$ cat config.mk
export PLATFORM = sky130hd
export DESIGN_NAME = adcc_ctrl
export DESIGN_NICKNAME = d
export VERILOG_FILES = /design/src/include/adcc_pkg.sv /design/src/adcc_ctrl.sv
export SDC_FILE = /design/constraint.sdc
export NUM_CORES = 1
export LEC_CHECK = 0
export ABC_CLOCK_PERIOD_IN_PS = 2600
export BUFFER_PORTS_ARGS = -buffer_cell sky130_fd_sc_hd__buf_4
export CAP_MARGIN = 20
export CORE_UTILIZATION = 48
export DETAILED_ROUTE_END_ITERATION = 8
export PLACE_DENSITY = 0.84
export SYNTH_ARGS = -nofsm -noshare
export SYNTH_HDL_FRONTEND = slang
export SYNTH_SLANG_ARGS = --single-unit
$ cat constraint.sdc
create_clock -name CLK -period 2.6 [get_ports CLK]
set_input_delay 0.52 -clock CLK [delete_from_list [all_inputs] [get_ports CLK]]
set_output_delay 0.52 -clock CLK [all_outputs]
set_load 0.03 [all_outputs]
$ cat src/include/adcc_pkg.sv
/*
 * Package for the converter control block: register offsets, field
 * positions, widths, reset values and the sequencer states.
 * Assumes a 32-bit AHB-Lite register bus decoding the low address byte.
 */
package adcc_pkg;
    // Register byte offsets
    localparam logic [7:0] ADCC_OFS_MAIN    = 8'h00; // main_control_reg
    localparam logic [7:0] ADCC_OFS_CLK     = 8'h04; // clock_config_reg
    localparam logic [7:0] ADCC_OFS_REF     = 8'h08; // reference_select_reg
    localparam logic [7:0] ADCC_OFS_EVT     = 8'h0c; // event_config_reg
    localparam logic [7:0] ADCC_OFS_TRIM    = 8'h10; // trim_values_reg
    localparam logic [7:0] ADCC_OFS_DBG     = 8'h14; // debug_behaviour_reg
    localparam logic [7:0] ADCC_OFS_TRIG    = 8'h18; // software_trigger_reg
    localparam logic [7:0] ADCC_OFS_INPUT   = 8'h1c; // input_select_reg
    localparam logic [7:0] ADCC_OFS_IEN_SET = 8'h20; // irq_enable_set_reg
    localparam logic [7:0] ADCC_OFS_IEN_CLR = 8'h24; // irq enable clear
    localparam logic [7:0] ADCC_OFS_FLAG    = 8'h28; // irq_flag_reg
    localparam logic [7:0] ADCC_OFS_RESULT  = 8'h2c; // result register

    // Field positions
    localparam int ADCC_MAIN_EN_BIT   = 0;
    localparam int ADCC_MAIN_SRST_BIT = 1;
    localparam int ADCC_CLK_FREE_BIT  = 3;
    localparam int ADCC_EVT_START_BIT = 0;
    localparam int ADCC_TRIG_STRT_BIT = 1;
    localparam int ADCC_FLAG_RDY_BIT  = 0;
    localparam int ADCC_FLAG_OVR_BIT  = 1;

    // Field widths
    localparam int ADCC_RES_W   = 12;
    localparam int ADCC_MUX_W   = 5;
    localparam int ADCC_REF_W   = 4;
    localparam int ADCC_TRIM_W  = 12;
    localparam int ADCC_PRESC_W = 3;
    localparam int ADCC_FLAG_W  = 2;
    localparam int ADCC_DIV_W   = 8;

    // Values after reset
    localparam logic [ADCC_PRESC_W-1:0] ADCC_RST_PRESC = 3'h0;
    localparam logic [ADCC_REF_W-1:0]   ADCC_RST_REF   = 4'h0;
    localparam logic [ADCC_TRIM_W-1:0]  ADCC_RST_TRIM  = 12'h000;
    localparam logic [ADCC_MUX_W-1:0]   ADCC_RST_MUX   = 5'h00;
    localparam logic [ADCC_RES_W-1:0]   ADCC_RST_RES   = 12'h000;
    localparam logic [ADCC_FLAG_W-1:0]  ADCC_RST_FLAG  = 2'h0;
    localparam logic [ADCC_DIV_W-1:0]   ADCC_RST_DIV   = 8'h00;

    // Conversion sequencer states
    typedef enum logic [1:0] {
        ADCC_ST_IDLE = 2'b01,
        ADCC_ST_BUSY = 2'b10
    } adcc_state_t;
endpackage

$ cat src/adcc_ctrl.sv
/*
 * Converter control block: AHB-Lite register file, enable protection,
 * soft reset, trigger sequencing, result capture, flags and interrupt.
 * Assumes the analog core pulses CONV_DONE with CONV_DATA valid, only
 * after a CONV_START, and that TRIG_EVT is a one-cycle event pulse.
 */
// Decided for this implementation: the placing of the registers and the AHB-Lite interface to the registers.
`timescale 1ns/1ps

// Notes on behaviour
// - The clock, reference, event and trim registers take writes only while disabled.
// - Writing one to the enable bit turns the converter on.
// - Writing zero to the enable bit turns the converter off.
// - Writing one to the soft reset bit clears all registers but debug and disables.
// - Writing one to the start bit of the trigger register starts a conversion.
// - With the event start enabled, each trigger event arriving while enabled and idle starts a conversion.
// - In free-running mode software starts the first conversion and each end restarts.
// - Each completed conversion overwrites the single result register.
// - The result-ready flag rises when a new result is in the result register.
// - A new result arriving while the result-ready flag is still set sets the overrun flag, unless that cycle reads the flag or result register.
// - Writing one to an interrupt enable set bit enables that interrupt source.
// - The converter tick comes from the clock divided by two to the power of the programmed prescaler plus one.
// - The core samples the input chosen by the input select register.
module adcc_ctrl
(
    // Clock and reset
    input  wire logic                             CLK,
    input  wire logic                             RST_N,
    // AHB-Lite slave
    input  wire logic                             HSEL,
    input  wire logic [31:0]                      HADDR,
    input  wire logic [1:0]                       HTRANS,
    input  wire logic                             HWRITE,
    input  wire logic [2:0]                       HSIZE,
    input  wire logic [31:0]                      HWDATA,
    input  wire logic                             HREADY,
    output logic      [31:0]                      HRDATA,
    output logic                                  HREADYOUT,
    output logic                                  HRESP,
    // Analog core
    output logic                                  CONV_ENABLE,
    output logic                                  CONV_START,
    output logic                                  CONV_TICK,
    output logic      [adcc_pkg::ADCC_MUX_W-1:0]  CONV_MUX,
    output logic      [adcc_pkg::ADCC_REF_W-1:0]  CONV_REF,
    output logic      [adcc_pkg::ADCC_TRIM_W-1:0] CONV_TRIM,
    input  wire logic                             CONV_DONE,
    input  wire logic [adcc_pkg::ADCC_RES_W-1:0]  CONV_DATA,
    // Trigger event, debug, interrupt
    input  wire logic                             TRIG_EVT,
    output logic                                  DBG_RUN,
    output logic                                  IRQ
);
    import adcc_pkg::*;

    // True for the enable-protected registers
    function automatic logic adcc_is_prot(input logic [7:0] ofs);
        adcc_is_prot = (ofs == ADCC_OFS_CLK) || (ofs == ADCC_OFS_REF) ||
                       (ofs == ADCC_OFS_EVT) || (ofs == ADCC_OFS_TRIM);
    endfunction

    logic [7:0]               addr_ff,  nxt_addr;
    logic                     wr_ff,    nxt_wr;
    logic                     rd_ff,    nxt_rd;
    logic [31:0]              rdata_ff, nxt_rdata;
    logic                     en_ff,    nxt_en;
    logic                     srst_ff,  nxt_srst;
    logic [ADCC_PRESC_W-1:0]  presc_ff, nxt_presc;
    logic                     free_ff,  nxt_free;
    logic [ADCC_REF_W-1:0]    ref_ff,   nxt_ref;
    logic                     evten_ff, nxt_evten;
    logic [ADCC_TRIM_W-1:0]   trim_ff,  nxt_trim;
    logic                     dbg_ff,   nxt_dbg;
    logic [ADCC_MUX_W-1:0]    mux_ff,   nxt_mux;
    logic [ADCC_FLAG_W-1:0]   ien_ff,   nxt_ien;
    logic [ADCC_FLAG_W-1:0]   flag_ff,  nxt_flag;
    logic [ADCC_RES_W-1:0]    res_ff,   nxt_res;
    adcc_state_t              st_ff,    nxt_st;
    logic                     start_ff, nxt_start;
    logic [ADCC_DIV_W-1:0]    div_ff,   nxt_div;
    logic                     tick_ff,  nxt_tick;
    logic                     take, wr_hit_ok, done_hit, fire;
    logic                     rd_flag, rd_res;
    logic [ADCC_DIV_W:0]      div_lim;

    // Bus phase tracking; reads get one wait state so that read data comes
    // from a flop yet already sees a write completed on the previous edge
    always_comb
    begin
        take      = HSEL && HREADY && HTRANS[1];
        nxt_addr  = take ? HADDR[7:0] : addr_ff;
        nxt_wr    = take && HWRITE;
        nxt_rd    = take && !HWRITE;
        nxt_rdata = rdata_ff;
        if (rd_ff)
        begin
            unique case (addr_ff)
                ADCC_OFS_MAIN:    nxt_rdata = {30'h0, 1'b0, en_ff};
                ADCC_OFS_CLK:     nxt_rdata = {28'h0, free_ff, presc_ff};
                ADCC_OFS_REF:     nxt_rdata = {28'h0, ref_ff};
                ADCC_OFS_EVT:     nxt_rdata = {31'h0, evten_ff};
                ADCC_OFS_TRIM:    nxt_rdata = {20'h0, trim_ff};
                ADCC_OFS_DBG:     nxt_rdata = {31'h0, dbg_ff};
                ADCC_OFS_INPUT:   nxt_rdata = {27'h0, mux_ff};
                ADCC_OFS_IEN_SET, ADCC_OFS_IEN_CLR: nxt_rdata = {30'h0, ien_ff};
                ADCC_OFS_FLAG:    nxt_rdata = {30'h0, flag_ff};
                ADCC_OFS_RESULT:  nxt_rdata = {20'h0, res_ff};
                default:          nxt_rdata = 32'h0; // Unmapped and trigger read zero
            endcase
        end
    end
    always_ff @(posedge CLK)
    begin
        if (!RST_N)
        begin
            addr_ff  <= 8'h00;
            wr_ff    <= 1'b0;
            rd_ff    <= 1'b0;
            rdata_ff <= 32'h0;
        end
        else
        begin
            addr_ff  <= nxt_addr;
            wr_ff    <= nxt_wr;
            rd_ff    <= nxt_rd;
            rdata_ff <= nxt_rdata;
        end
    end
    assign HRDATA    = rdata_ff;
    assign HREADYOUT = !rd_ff;
    assign HRESP     = 1'b0; // Always OKAY

    // Conversion start and read side effects
    always_comb
    begin
        wr_hit_ok = wr_ff && !srst_ff && !(adcc_is_prot(addr_ff) && en_ff);
        done_hit  = (st_ff == ADCC_ST_BUSY) && CONV_DONE && en_ff;
        rd_flag   = rd_ff && (addr_ff == ADCC_OFS_FLAG);
        rd_res    = rd_ff && (addr_ff == ADCC_OFS_RESULT);
        fire      = 1'b0;
        if (en_ff && !srst_ff)
        begin
            if ((st_ff == ADCC_ST_IDLE) && wr_hit_ok && (addr_ff == ADCC_OFS_TRIG) &&
                HWDATA[ADCC_TRIG_STRT_BIT])
                fire = 1'b1;
            if ((st_ff == ADCC_ST_IDLE) && evten_ff && TRIG_EVT)
                fire = 1'b1;
            if (done_hit && free_ff)
                fire = 1'b1;
        end
    end

    // Register file next values; soft reset spares only the debug register
    always_comb
    begin
        nxt_srst  = 1'b0;
        nxt_en    = en_ff;
        nxt_presc = presc_ff;
        nxt_free  = free_ff;
        nxt_ref   = ref_ff;
        nxt_evten = evten_ff;
        nxt_trim  = trim_ff;
        nxt_dbg   = dbg_ff;
        nxt_mux   = mux_ff;
        nxt_ien   = ien_ff;
        nxt_flag  = flag_ff;
        nxt_res   = res_ff;
        if (srst_ff)
        begin
            nxt_en    = 1'b0;
            nxt_presc = ADCC_RST_PRESC;
            nxt_free  = 1'b0;
            nxt_ref   = ADCC_RST_REF;
            nxt_evten = 1'b0;
            nxt_trim  = ADCC_RST_TRIM;
            nxt_mux   = ADCC_RST_MUX;
            nxt_ien   = ADCC_RST_FLAG;
            nxt_flag  = ADCC_RST_FLAG;
            nxt_res   = ADCC_RST_RES;
        end
        else
        begin
            if (wr_hit_ok)
            begin
                unique case (addr_ff)
                    ADCC_OFS_MAIN:
                    begin
                        nxt_en   = HWDATA[ADCC_MAIN_EN_BIT];
                        nxt_srst = HWDATA[ADCC_MAIN_SRST_BIT];
                    end
                    ADCC_OFS_CLK:
                    begin
                        nxt_presc = HWDATA[ADCC_PRESC_W-1:0];
                        nxt_free  = HWDATA[ADCC_CLK_FREE_BIT];
                    end
                    ADCC_OFS_REF:     nxt_ref   = HWDATA[ADCC_REF_W-1:0];
                    ADCC_OFS_EVT:     nxt_evten = HWDATA[ADCC_EVT_START_BIT];
                    ADCC_OFS_TRIM:    nxt_trim  = HWDATA[ADCC_TRIM_W-1:0];
                    ADCC_OFS_DBG:     nxt_dbg   = HWDATA[0];
                    ADCC_OFS_INPUT:   nxt_mux   = HWDATA[ADCC_MUX_W-1:0];
                    ADCC_OFS_IEN_SET: nxt_ien   = ien_ff | HWDATA[ADCC_FLAG_W-1:0];
                    ADCC_OFS_IEN_CLR: nxt_ien   = ien_ff & ~HWDATA[ADCC_FLAG_W-1:0];
                    default:          nxt_ien   = ien_ff; // Others hold
                endcase
            end
            // Reads clear flags; a result landing in the same cycle still sets ready but raises no overrun
            if (rd_flag || rd_res)
                nxt_flag[ADCC_FLAG_RDY_BIT] = 1'b0;
            if (rd_flag)
                nxt_flag[ADCC_FLAG_OVR_BIT] = 1'b0;
            if (done_hit)
            begin
                nxt_res = CONV_DATA;
                nxt_flag[ADCC_FLAG_RDY_BIT] = 1'b1;
                if (flag_ff[ADCC_FLAG_RDY_BIT] && !rd_res && !rd_flag)
                    nxt_flag[ADCC_FLAG_OVR_BIT] = 1'b1;
            end
        end
    end
    always_ff @(posedge CLK)
    begin
        if (!RST_N)
        begin
            srst_ff  <= 1'b0;
            en_ff    <= 1'b0;
            presc_ff <= ADCC_RST_PRESC;
            free_ff  <= 1'b0;
            ref_ff   <= ADCC_RST_REF;
            evten_ff <= 1'b0;
            trim_ff  <= ADCC_RST_TRIM;
            dbg_ff   <= 1'b0;
            mux_ff   <= ADCC_RST_MUX;
            ien_ff   <= ADCC_RST_FLAG;
            flag_ff  <= ADCC_RST_FLAG;
            res_ff   <= ADCC_RST_RES;
        end
        else
        begin
            srst_ff  <= nxt_srst;
            en_ff    <= nxt_en;
            presc_ff <= nxt_presc;
            free_ff  <= nxt_free;
            ref_ff   <= nxt_ref;
            evten_ff <= nxt_evten;
            trim_ff  <= nxt_trim;
            dbg_ff   <= nxt_dbg;
            mux_ff   <= nxt_mux;
            ien_ff   <= nxt_ien;
            flag_ff  <= nxt_flag;
            res_ff   <= nxt_res;
        end
    end
    // Sequencer and prescaler; a disable aborts a conversion in flight
    always_comb
    begin
        nxt_start = fire;
        nxt_st    = st_ff;
        unique case (st_ff)
            ADCC_ST_IDLE: if (fire) nxt_st = ADCC_ST_BUSY;
            ADCC_ST_BUSY: if (done_hit && !fire) nxt_st = ADCC_ST_IDLE;
            default:      nxt_st = ADCC_ST_IDLE;
        endcase
        if (!en_ff || srst_ff)
            nxt_st = ADCC_ST_IDLE;
        div_lim  = (9'h002 << presc_ff) - 9'h001;
        nxt_tick = 1'b0;
        nxt_div  = ADCC_RST_DIV;
        if (en_ff)
        begin
            nxt_tick = (div_ff == div_lim[ADCC_DIV_W-1:0]);
            nxt_div  = nxt_tick ? ADCC_RST_DIV : div_ff + 8'h01;
        end
    end
    always_ff @(posedge CLK)
    begin
        if (!RST_N)
        begin
            st_ff    <= ADCC_ST_IDLE;
            start_ff <= 1'b0;
            div_ff   <= ADCC_RST_DIV;
            tick_ff  <= 1'b0;
        end
        else
        begin
            st_ff    <= nxt_st;
            start_ff <= nxt_start;
            div_ff   <= nxt_div;
            tick_ff  <= nxt_tick;
        end
    end
    // Core-facing outputs, then the debug run and interrupt outputs
    assign CONV_ENABLE = en_ff;
    assign CONV_START  = start_ff;
    assign CONV_TICK   = tick_ff;
    assign CONV_MUX    = mux_ff;
    assign CONV_REF    = ref_ff;
    assign CONV_TRIM   = trim_ff;
    assign DBG_RUN     = dbg_ff;
    assign IRQ         = |(flag_ff & ien_ff);
endmodule

## After elaboration in Yosys (flattened, before gate mapping)

Cells that the tools add are included.

| word-level totals | value |
|---|---|
| register bits | 99 |
| input bits | 88 |
| output and inout bits | 60 |
| logic and storage cells | 115 |

| operators by class | value |
|---|---|
| add/sub/neg operators | 2 |
| eq/ne operators | 16 |
| shifts and indexed selects | 1 |
| multiplexer cells | 13 |
| bitwise gates (word level) | 9 |
| reduce and logical (&&, ||, !) cells | 53 |

Operators by type and width:

| cell | count |
|---|---|
| one-hot mux 12 bit (10 select lines) | 1 |
| equality test 8 x 5 -> 1 bit, second input constant | 4 |
| equality test 8 x 6 -> 1 bit, second input constant | 4 |
| logical AND 1 bit | 21 |
| AND reduction 2 bit | 9 |
| equality test 8 x 4 -> 1 bit, second input constant | 2 |
| adder 8 x 1 -> 8 bit, second input constant | 1 |
| equality test 8 x 3 -> 1 bit, second input constant | 1 |
| equality test 8 bit | 1 |
| logical NOT 1 bit | 8 |
| logical NOT 8 bit | 1 |
| one-hot mux 2 bit (2 select lines) | 2 |
| OR reduction 2 bit | 4 |
| << shifter 2 x 3 -> 8 bit, first input constant | 1 |
| subtractor 8 x 1 -> 8 bit, second input constant | 1 |
| 2-to-1 mux 1 bit | 7 |
| 2-to-1 mux 2 bit | 3 |
| logical OR 1 bit | 5 |
| inverter 1 bit | 5 |
| bitwise AND 2 bit | 2 |
| nonzero test 2 bit | 2 |
| OR reduction 4 bit | 1 |
| AND reduction 3 bit | 1 |
| OR reduction 3 bit | 1 |
| 6 further kinds | 6 |

## Longest topological paths before layout

Gate-level depths: netlist (run 1).

| depth | value |
|---|---|
| depth in word-level cells | 18 |
| mapped depth | 7 |
| depth with buffers taken out | 5 |

## Worst setup path before layout (run 1)

Ideal clock, no wire load.

| path | value |
|---|---|
| path type | register to register |
| start | register addr_ff[5] |
| end | register ref_ff[0] (netlist: CONV_REF[0]) |
| library setup time | 114 ps |
| arrival | 1835 ps |
| slack | 651 ps |
| cell stages (with the launch flop) | 8 |
| buffers on the path | 3 |
| path through | dfxtp_1 buf_6 or4_1 buf_2 or4b_4 buf_6 nand3_2 o21ai_2 |

| on the way | value |
|---|---|
| longest elaborated chain between the ends | 8 |
| elaborated cells on any way between the ends | 11 |
| classes of those cells | 4 x eq/ne; 7 x reduce/logical |

Ends and longest elaborated chain:

| item | line | RTL |
|---|---|---|
| from (decl) | adcc_ctrl.sv:62 | `logic [7:0] addr_ff, nxt_addr;` |
| from (signal assigned) | adcc_ctrl.sv:123 | `addr_ff <= nxt_addr;` |
| equality test 8 x 3 -> 1 bit or equality test 8 x 4 -> 1 bit (tied branches) | adcc_ctrl.sv:58, adcc_ctrl.sv:185 |  |
| logical OR 1 bit (2 in a row) | adcc_ctrl.sv:58 | `adcc_is_prot = (ofs == ADCC_OFS_CLK) \|\| (ofs == ADCC_OFS_REF) \|\|` |
| logical OR 1 bit | adcc_ctrl.sv:59 | `(ofs == ADCC_OFS_EVT) \|\| (ofs == ADCC_OFS_TRIM);` |
| logical AND 1 bit | adcc_ctrl.sv:136 | `wr_hit_ok = wr_ff && !srst_ff && !(adcc_is_prot(addr_ff) && en_ff);` |
| logical NOT 1 bit | adcc_ctrl.sv:136 |  |
| logical AND 1 bit | adcc_ctrl.sv:136 |  |
| AND reduction 2 bit (no source line) (*) | n/a |  |
| to (signal assigned) | adcc_ctrl.sv:243 | `ref_ff <= nxt_ref;` |
| to (decl) | adcc_ctrl.sv:70 | `logic [ADCC_REF_W-1:0] ref_ff, nxt_ref;` |

Every way passes the cells marked *; elsewhere a longest branch is shown, timed or not.
A chain may end at the register's enable or synchronous reset.

## Worst setup path in the final report (run 1)

| path | value |
|---|---|
| start | register addr_ff[5] |
| end | register trim_ff[10] (netlist: CONV_TRIM[10]) |

| on the way | value |
|---|---|
| longest elaborated chain between the ends | 8 |
| elaborated cells on any way between the ends | 11 |
| classes of those cells | 4 x eq/ne; 7 x reduce/logical |

Ends and longest elaborated chain:

| item | line | RTL |
|---|---|---|
| equality test 8 x 3 -> 1 bit or equality test 8 x 4 -> 1 bit (tied branches) | adcc_ctrl.sv:58 |  |
| logical OR 1 bit (2 in a row) | adcc_ctrl.sv:58 |  |
| logical OR 1 bit | adcc_ctrl.sv:59 |  |
| logical AND 1 bit | adcc_ctrl.sv:136 |  |
| logical NOT 1 bit | adcc_ctrl.sv:136 |  |
| logical AND 1 bit | adcc_ctrl.sv:136 |  |
| AND reduction 2 bit (no source line) (*) | n/a |  |
| to (signal assigned) | adcc_ctrl.sv:245 | `trim_ff <= nxt_trim;` |
| to (decl) | adcc_ctrl.sv:72 | `logic [ADCC_TRIM_W-1:0] trim_ff, nxt_trim;` |

Marked as above.

==> summary.txt, run 1 <==
Final layout
  • Filler Cell Count: 644
  • Area delta synth->final: 22.1%
  • Multi-input logic area: 1810 um^2
  • Non-filler cells, final: slightly above 600
  • Register area: 1580 um^2
  • Post-layout util: between 60 and 70%
  • Diode count: 0
  • Nets: approximately 590
  • Most frequent cells in the layout: 90 x nand2_1, 86 x buf_4, 79 x dfxtp_1, 32 x a21oi_1, 27 x nor2_1
  • Final Cell Area: between 4000 and 5000 um^2
  • Layout cells sized above 1: roughly 23%
  • Most common cell after layout, fill and taps aside: nand2_1

Hold path
  • Hold endpoint: rd_ff$_SDFF_PN0_
  • Hold path start: HWRITE
  • Worst Hold Depth: 2
  • Min-delay worst type: primary input to register

Synthesis
  • Syn avg cell area: 8.33 um^2
  • Synth Flop Type: dfxtp_1
  • Synth top area cells: dfxtp_1 44%, nand2_1 9.4%, a21oi_1 4.5%, buf_4 4.4%, a22oi_1 3.1%
  • Share of the synthesized area in the top cell type: between 40% and 50%
  • Distinct cell type count after synthesis: 53
  • Post-synthesis register bit count: about 80
  • Sequential element share of the synthesized area: about 44%
  • Cells after Synth: 431
  • Cell Area, Synth: roughly 3600 um^2
  • Synth warn: 0
  • Cell taking the most area after synthesis: dfxtp_1
  • Ys async rst share: 0%
  • Post-synth EDFFs: 0

Route
  • ANT nets after route: 0
  • Drt wl/cell: approximately 15 um
  • Detailed Route WL: 8.85 mm
  • DR vias: between 3,000 and 4,000
  • DRC Markers: 0
  • Drt initial violations: approximately 320
  • Via density: 5.44
  • Total iterations of the first detailed-routing run: 4

Floorplan
  • Core ar.: 7250 um^2
  • Initial Util: between 40% and 50%
  • Die X: 88.5 um
  • Die height: 88.5 um
  • IO Pins: roughly 150
  • Std cell rows: 31
  • Die area: ~7800 um^2

Timing
  • Final Hold Viols: 0
  • Unrepaired setup endpoints after global routing: no
  • Fin Setup TNS: 0 ns
  • Fmax achieved: about 440 MHz
  • Worst slew margin: 50.0%
  • Final slew viol count: 0
  • Worst hold slack: 0.324 ns
  • Clock skew: 0.0171 ns
  • # setup viols final: 0
  • Final worst slack: between 0.3 and 0.4 ns
  • Tmin final: around 2.3 ns
  • Tcrit/Tclk final: a little under 90%
  • Worst Max-Slew Pin Slew: roughly 0.75 ns

Setup path
  • Worst R2R Setup Slack: 0.32 ns
  • CP max stage delay: 0.67 ns
  • Reg2Reg Capture Point: CONV_TRIM[10]$_SDFFE_PP0P_
  • Largest fanout on the critical path: 9
  • Critical-path cell list: nor3_2 > nand3_1 > nor4_2 > buf_4 > nand2_1 > a21oi_1
  • Setup crit end kind: register
  • Crit path launch type: register
  • CP max stage cell: nor4_2
  • Critical path type: register to register
  • FF-to-FF Start: addr_ff[5]$_SDFFE_PN0P_
  • Crit path required time: around 2.9 ns
  • Critical Path AT: ~2.6 ns
  • R2R cell count: 6

Clocking
  • H-tree depth: 3
  • Hold Buf Count CTS: 0
  • CTS root buf: clkbuf_8
  • Clock transition at path regs: approximately 0.090 ns
  • CTS Buffer Depth: 2
  • TritonCTS clock tree: done
  • Post-CTS Resized: 0
  • Clock Sinks: just under 80
  • Num CTS Buffers: 9
  • Worst-skew pair later-pin latency: 0.37 ns
  • Post-CTS setup buffers: 0

Pwr
  • Leak pwr: between 1.5 and 2 nW
  • Gate power share: just over 7%
  • Worst-case vdd ir drop: 0.000236 V
  • Sw Ratio: a little over a quarter
  • Power Total: around 2.4 mW
  • P per Cell Area: 538 nW/um^2
  • Clock power frac: between 40% and 50%
  • Pint: 1.74 mW
  • Seq pwr share: about half
  • P_sw: between 0.6 and 0.7 mW

Global route
  • Initial antenna violation count: 0
  • Largest net degree at the start of global routing: 26
  • Grt ovf: 0
  • First-pass GRT wire length: between 10 and 15 mm
  • Gr usage total: approximately a quarter
  • Vias in the first global route: 3,100

Placement
  • Placed insts: 592
  • Gpl congestion: slightly above 0.9
  • Dpl ws: 0.406 ns
  • PortBufs: slightly below 80
  • Dpl hpwl: about 6.5 mm
  • Placement Cell Area: 4180 um^2

Outcome
  • Outcome: complete, no violations

Flow run
  • Max Cap Viol: 0
worst max-delay path: cells and delay by family, from the launching register on:
family	cells	cell delay, ns
buffers and inverters	1	0.28
AND/OR/NAND/NOR	4	1.40
AO/OA/AOI/OAI	1	0.14
flip-flops	1	0.40
power by group through the flow:
stage / clock network, mW / registers, mW / logic [mW]
finish: 0.966 / 1.22 / 0.168
floorplan: 0 / 1.25 / 0.125
detailed placement: 0 / 1.25 / 0.166
global placement: 0 / 1.25 / 0.163
global route: 1.03 / 1.23 / 0.183
CTS: 0.977 / 1.22 / 0.166
flip-flops by register name (all words and copies together) (netlist names), 2 cells and up, named ones only:
name,flops
st_ff,2
div_ff,8
flag_ff,2
addr_ff,8
res_ff,12
CONV_REF,4
CONV_MUX,5
presc_ff,3
HRDATA,12
CONV_TRIM,12
layout make-up:
class,count,area share (%)
timing repair buffer,86,14.7
multi-input combinational,323,41.2
clock inverter,7,1.97
sequential,79,36.1
clock buffer,9,2.82
inverter,5,0.428
tap,99,2.82
cells by family after synthesis:
family,synth area share (%)
AOI/OAI and AO/OA,17.8
xor gates and xnor gates,1.95
adders and majority gates,0.348
buffers and inverters,7.94
DFF,44.0
muxes,3.69
other,0.104
and+or+nand+nor,24.2
cells in the mapped netlist, drive strengths merged (2+ instances only):
| cell | n |
|---|---|
| nand4b | 2 |
| nor2 | 27 |
| a21oi | 32 |
| nor2b | 12 |
| mux2i | 11 |
| nor3 | 5 |
| buf | 30 |
| o22ai | 4 |
| xor2 | 4 |
| and2 | 2 |
| clkbuf | 14 |
| o21ai | 22 |
| o2111ai | 3 |
| a211oi | 2 |
| or4b | 2 |
| inv | 5 |
| dfxtp | 79 |
| or4 | 3 |
| nand3 | 20 |
| a21boi | 8 |
| nand2b | 3 |
| nor4 | 3 |
| xnor2 | 4 |
| nor3b | 2 |
| a22oi | 15 |
| nand2 | 90 |
| and3 | 8 |
layer usage:
metal	part of all wire, %	track usage (%)
met1	43	30.3
met2	48	39.4
met3	7.1	6.16
met4	1.7	8.21
met5	0	0
how the worst max path moves through the flow:
stage	from	endpoint	slack, ns	cells after the start
2_1_floorplan	addr_ff[5]$_SDFFE_PN0P_	CONV_REF[0]$_SDFFE_PP0P_	0.65	7
3_3_place_gp	addr_ff[5]$_SDFFE_PN0P_	CONV_TRIM[9]$_SDFFE_PP0P_	0.46	5
3_5_place_dp	addr_ff[5]$_SDFFE_PN0P_	CONV_TRIM[6]$_SDFFE_PP0P_	0.41	6
4_1_cts	addr_ff[5]$_SDFFE_PN0P_	CONV_TRIM[6]$_SDFFE_PP0P_	0.38	6
5_1_grt	addr_ff[5]$_SDFFE_PN0P_	CONV_TRIM[5]$_SDFFE_PP0P_	0.17	6
6_report	addr_ff[5]$_SDFFE_PN0P_	CONV_TRIM[10]$_SDFFE_PP0P_	0.32	6
Power figures use the tool's default switching activity.
==> run 2: changes to the inputs <==
--- a/config.mk
+++ b/config.mk
@@ -5,7 +5,7 @@
 export SDC_FILE = /design/constraint.sdc
 export NUM_CORES = 1
 export LEC_CHECK = 0
-export ABC_CLOCK_PERIOD_IN_PS = 2600
+export ABC_CLOCK_PERIOD_IN_PS = 2500
 export BUFFER_PORTS_ARGS = -buffer_cell sky130_fd_sc_hd__buf_4
 export CAP_MARGIN = 20
 export CORE_UTILIZATION = 48
==> constraint.sdc (replaced) <==
create_clock -name CLK -period 2.5 [get_ports CLK]
set_input_delay 0.5 -clock CLK [delete_from_list [all_inputs] [get_ports CLK]]
set_output_delay 0.5 -clock CLK [all_outputs]
set_load 0.03 [all_outputs]
==> summary.txt, run 2 (synthesized netlist as in run 1, its figures left out) <==
Global route
  • Grt ovf: 0
  • Largest net degree at the start of global routing: 26
  • First-pass GRT wire length: around 14 mm
  • Initial antenna violation count: 0
  • Vias in the first global route: around 3,000
  • Gr usage total: a little under a quarter

Floorplan
  • IO Pins: between 100 and 150
  • Die area: 7830 um^2
  • Initial Util: between 40% and 50%
  • Core ar.: about 7300 um^2
  • Die X: 88.5 um
  • Die height: just under 90 um
  • Std cell rows: 31

Setup path
  • Critical Path AT: approximately 2.3 ns
  • Crit path launch type: register
  • Setup crit end kind: register
  • Crit path required time: between 2 and 3 ns
  • Critical path type: register to register
  • CP max stage delay: about 0.47 ns
  • Critical-path cell list: nor3_2 > nand2_1 > or3_1 > a211oi_1 > a41oi_1
  • Largest fanout on the critical path: 9
  • CP max stage cell: a211oi_1

Outcome
  • Outcome: complete, no violations

Timing
  • # setup viols final: 0
  • Unrepaired setup endpoints after global routing: no
  • Final Hold Viols: 0
  • Fin Setup TNS: 0 ns
  • Clock skew: roughly 0.017 ns
  • Tmin final: roughly 2.1 ns
  • Final slew viol count: 0
  • Tcrit/Tclk final: between 80% and 90%
  • Worst slew margin: 49.9%
  • Worst Max-Slew Pin Slew: around 0.75 ns
  • Fmax achieved: roughly 480 MHz
  • Worst hold slack: between 0.2 and 0.3 ns

Final layout
  • Most common cell after layout, fill and taps aside: nand2_1
  • Area delta synth->final: 22.0%
  • Nets: about 600
  • Most frequent cells in the layout: 90 x nand2_1, 89 x buf_4, 79 x dfxtp_1, 32 x a21oi_1, 27 x nor2_1
  • Layout cells sized above 1: between 20% and 30%
  • Non-filler cells, final: roughly 600
  • Diode count: 0
  • Post-layout util: ~60%

Route
  • Total iterations of the first detailed-routing run: 7
  • Detailed Route WL: between 8 and 9 mm
  • Drt wl/cell: ~14 um
  • DRC Markers: 0
  • Via density: approximately 5.4
  • ANT nets after route: 0
  • DR vias: between 3,000 and 4,000
  • Drt initial violations: approximately 270

Clocking
  • Worst-skew pair later-pin latency: between 0.3 and 0.4 ns
  • Clock Sinks: between 70 and 80
  • Hold Buf Count CTS: 0
  • Clock transition at path regs: 0.08 ns
  • Num CTS Buffers: 9
  • TritonCTS clock tree: done
  • Post-CTS Resized: 0
  • Post-CTS setup buffers: 0
  • CTS root buf: clkbuf_8
  • CTS Buffer Depth: 2
  • H-tree depth: 3

Pwr
  • Leak pwr: around 1.7 nW
  • P per Cell Area: ~530 nW/um^2
  • Worst-case vdd ir drop: around 0.00035 V
  • Power Total: roughly 2.3 mW

Placement
  • Dpl hpwl: approximately 6.5 mm
  • Placed insts: between 500 and 600
  • PortBufs: 78
  • Gpl congestion: about 0.9

Flow run
  • Max Cap Viol: 0

Hold path
  • Min-delay worst type: primary input to register
[run 2: cell types whose count changed in the layout (fill, tap and decap cells not counted), sizes merged]
cell,before,now
buf,86,89
bufinv,1,0
clkinvlp,1,2
[run 2: stage by stage]
| stage | area [um^2] | setup slack, ns |
|---|---|---|
| after floorplan | 3670 | 0.551 |
| after global placement | 4200 | 0.502 |
| after detailed placement | 4200 | 0.480 |
| after CTS | 4380 | 0.459 |
| after global routing | 4380 | 0.265 |
| final | 4380 | 0.436 |
[run 2: path summary, 6_finish.rpt]
| path | start | to | slack [ns] | cells past startpoint |
|---|---|---|---|---|
| max reg2reg | addr_ff[5]$_SDFFE_PN0P_ | st_ff[0]$_SDFFE_PP1P_ | 0.44 | 5 |
| min reg2reg | HRDATA[8]$_SDFFE_PN0P_ | HRDATA[8]$_SDFFE_PN0P_ | 0.46 | 2 |
| max | addr_ff[5]$_SDFFE_PN0P_ | st_ff[0]$_SDFFE_PP1P_ | 0.44 | 5 |
| min | HWRITE | rd_ff$_SDFF_PN0_ | 0.30 | 2 |
[run 2: final cells by class]
cell class / count / area (um^2)
Clock buffer: 9 / 124
Multi-Input combinational cell: 323 / 1810
Fill cell: 633 / 2870
Sequential cell: 79 / 1580
Clock inverter: 7 / 61.3
Timing Repair Buffer: 89 / 668
Inverter: 5 / 18.8
Tap cell: 99 / 124
[run 2: report_power, final]
group,internal [mW],switching (mW)
combinational,0.0624,0.114
sequential,1.26,0.0102
clock,0.379,0.514
[run 2: critical path: cells and delay by family (launching register included)]
family,cells,cell delay [ns]
flops,1,0.41
compound gates,2,0.54
simple gates,3,0.99
[run 2: metal layers]
| metal | routed length, um | vias up | GRT usage (%) |
|---|---|---|---|
| li1 | - | 1608 | - |
| met1 | 3940 | 1534 | 30.0 |
| met2 | 4170 | 141 | 38.6 |
| met3 | 545 | 22 | 5.50 |
| met4 | 178 | 0 | 10.4 |
| met5 | 0 | - | 0 |
==> run 3: changes to the inputs <==
--- a/config.mk
+++ b/config.mk
@@ -5,7 +5,7 @@
 export SDC_FILE = /design/constraint.sdc
 export NUM_CORES = 1
 export LEC_CHECK = 0
-export ABC_CLOCK_PERIOD_IN_PS = 2500
+export ABC_CLOCK_PERIOD_IN_PS = 2000
 export BUFFER_PORTS_ARGS = -buffer_cell sky130_fd_sc_hd__buf_4
 export CAP_MARGIN = 20
 export CORE_UTILIZATION = 48
==> constraint.sdc (replaced) <==
create_clock -name CLK -period 2 [get_ports CLK]
set_input_delay 0.4 -clock CLK [delete_from_list [all_inputs] [get_ports CLK]]
set_output_delay 0.4 -clock CLK [all_outputs]
set_load 0.03 [all_outputs]
==> summary.txt, run 3 (synthesized netlist as in run 1, its figures left out) <==
Outcome
  • Outcome: finished, violations left
  • Failing checks: design-rule violations

Floorplan
  • Die area: slightly below 8000 um^2
  • Die height: 88.5 um
  • Std cell rows: 31
  • Initial Util: between 40% and 50%
  • IO Pins: approximately 150
  • Die X: 88.5 um
  • Core ar.: about 7300 um^2

Clocking
  • Num CTS Buffers: 9
  • TritonCTS clock tree: done
  • Worst-skew pair later-pin latency: approximately 0.36 ns
  • Clock Sinks: 79
  • CTS root buf: clkbuf_8
  • Clock transition at path regs: around 0.080 ns
  • CTS Buffer Depth: 2
  • H-tree depth: 3
  • Hold Buf Count CTS: 0

Route
  • Drt wl/cell: between 10 and 15 um
  • ANT nets after route: 0
  • Total iterations of the first detailed-routing run: 7
  • DR vias: 3,373
  • DRC Markers: 2
  • Detailed Route WL: between 9 and 10 mm
  • Drt initial violations: between 200 and 300
  • Via density: approximately 5.4

Setup path
  • Reg2Reg Capture Point: CONV_REF[3]$_SDFFE_PP0P_
  • Worst R2R Setup Slack: 0.05 ns
  • Crit path launch type: register
  • Largest fanout on the critical path: 8
  • FF-to-FF Start: addr_ff[4]$_SDFFE_PN0P_
  • Critical Path AT: 2.20 ns
  • Critical path type: register to register
  • R2R cell count: 5
  • Setup crit end kind: register
  • Crit path required time: 2.25 ns

Timing
  • Worst slew margin: approximately 47%
  • Worst hold slack: 0.206 ns
  • Tcrit/Tclk final: between 90% and 100%
  • # setup viols final: 0
  • Final Hold Viols: 0
  • Worst Max-Slew Pin Slew: roughly 0.80 ns
  • Clock skew: between 0.015 and 0.02 ns
  • Fin Setup TNS: 0 ns
  • Fmax achieved: 512 MHz
  • Final slew viol count: 0
  • Tmin final: approximately 2.0 ns

Final layout
  • Layout cells sized above 1: roughly 27%
  • Nets: slightly above 600
  • Filler Cell Count: between 600 and 700
  • Diode count: 0
  • Area delta synth->final: 26.6%
  • Multi-input logic area: 1830 um^2
  • Most common cell after layout, fill and taps aside: buf_4
  • Most frequent cells in the layout: 104 x buf_4, 90 x nand2_1, 76 x dfxtp_1, 32 x a21oi_1, 27 x nor2_1
  • Register area: 1590 um^2

Global route
  • Initial antenna violation count: 0
  • Grt ovf: 0
  • Vias in the first global route: ~3,200
  • First-pass GRT wire length: between 15 and 20 mm
  • Largest net degree at the start of global routing: 21
  • Gr usage total: 25.1%

Placement
  • PortBufs: 78
  • Dpl hpwl: just under 7 mm
  • Gpl congestion: about 0.87

Pwr
  • Power Total: a little over 3 mW
  • Leak pwr: 1.84 nW
  • P per Cell Area: 678 nW/um^2
  • Worst-case vdd ir drop: approximately 0.0004 V

Hold path
  • Worst Hold Depth: 2
  • Hold path start: HWRITE
  • Min-delay worst type: primary input to register
  • Hold endpoint: rd_ff$_SDFF_PN0_

Flow run
  • Max Cap Viol: 0
[run 3: metal layers]
metal  up-vias  track usage [%]  share of wire [%]
met2       148             41.2                 48
met1      1563             31.7                 44
met3        22             4.85                6.2
li1       1640                -                  -
met5         -                0                  0
met4         0             12.6                2.1
[run 3: layout make-up]
type | instances | area share [%]
Sequential cell | 79 | 34.9
Inverter | 5 | 0.413
Clock inverter | 7 | 1.90
Timing Repair Buffer | 104 | 17.2
Multi-Input combinational cell | 323 | 40.2
Tap cell | 99 | 2.72
Clock buffer | 9 | 2.72
[run 3: worst max-delay path, stage by stage, from the launching register on]
cell and delay [ns]:
dfxtp_2 0.37, buf_4 0.15, or4_1 0.54, or4b_4 0.62, nand3_2 0.12, o21ai_2 0.05
[run 3: report_power, final]
part           switching (mW)  internal [mW]
combinational           0.150         0.0917
sequential             0.0111           1.58
clock                   0.647          0.605
[run 3: how the worst max path moves through the flow]
stage / start / endpoint / slack (ns)
after floorplan: addr_ff[5]$_SDFFE_PN0P_ / CONV_REF[0]$_SDFFE_PP0P_ / 0.05
after global placement: addr_ff[4]$_SDFFE_PN0P_ / HRDATA[0]$_SDFFE_PN0P_ / -0.06
after detailed placement: addr_ff[4]$_SDFFE_PN0P_ / HRDATA[0]$_SDFFE_PN0P_ / -0.05
after CTS: addr_ff[4]$_SDFFE_PN0P_ / presc_ff[1]$_SDFFE_PP0P_ / 0.007
after global routing: addr_ff[4]$_SDFFE_PN0P_ / free_ff$_SDFFE_PP0P_ / -0.0004
final: addr_ff[4]$_SDFFE_PN0P_ / CONV_REF[3]$_SDFFE_PP0P_ / 0.05
[run 3: repair_timing]
item                       in CTS  in global routing
buffers inserted                0                  0
pin swaps                       1                  0
resized for setup               1                  7
setup endpoints to repair       5                 26
[run 3: through the flow]
stage	util [%]	cells	area [um^2]	setup WS, ns
6_report	62.7	626	4550	0.0483
5_1_grt	62.7	626	4550	-0.000445
4_1_cts	62.4	626	4520	0.00668
3_5_place_dp	59.4	610	4310	-0.0474
3_3_place_gp	59.4	610	4310	-0.0604
2_1_floorplan	-	451	3670	0.0507
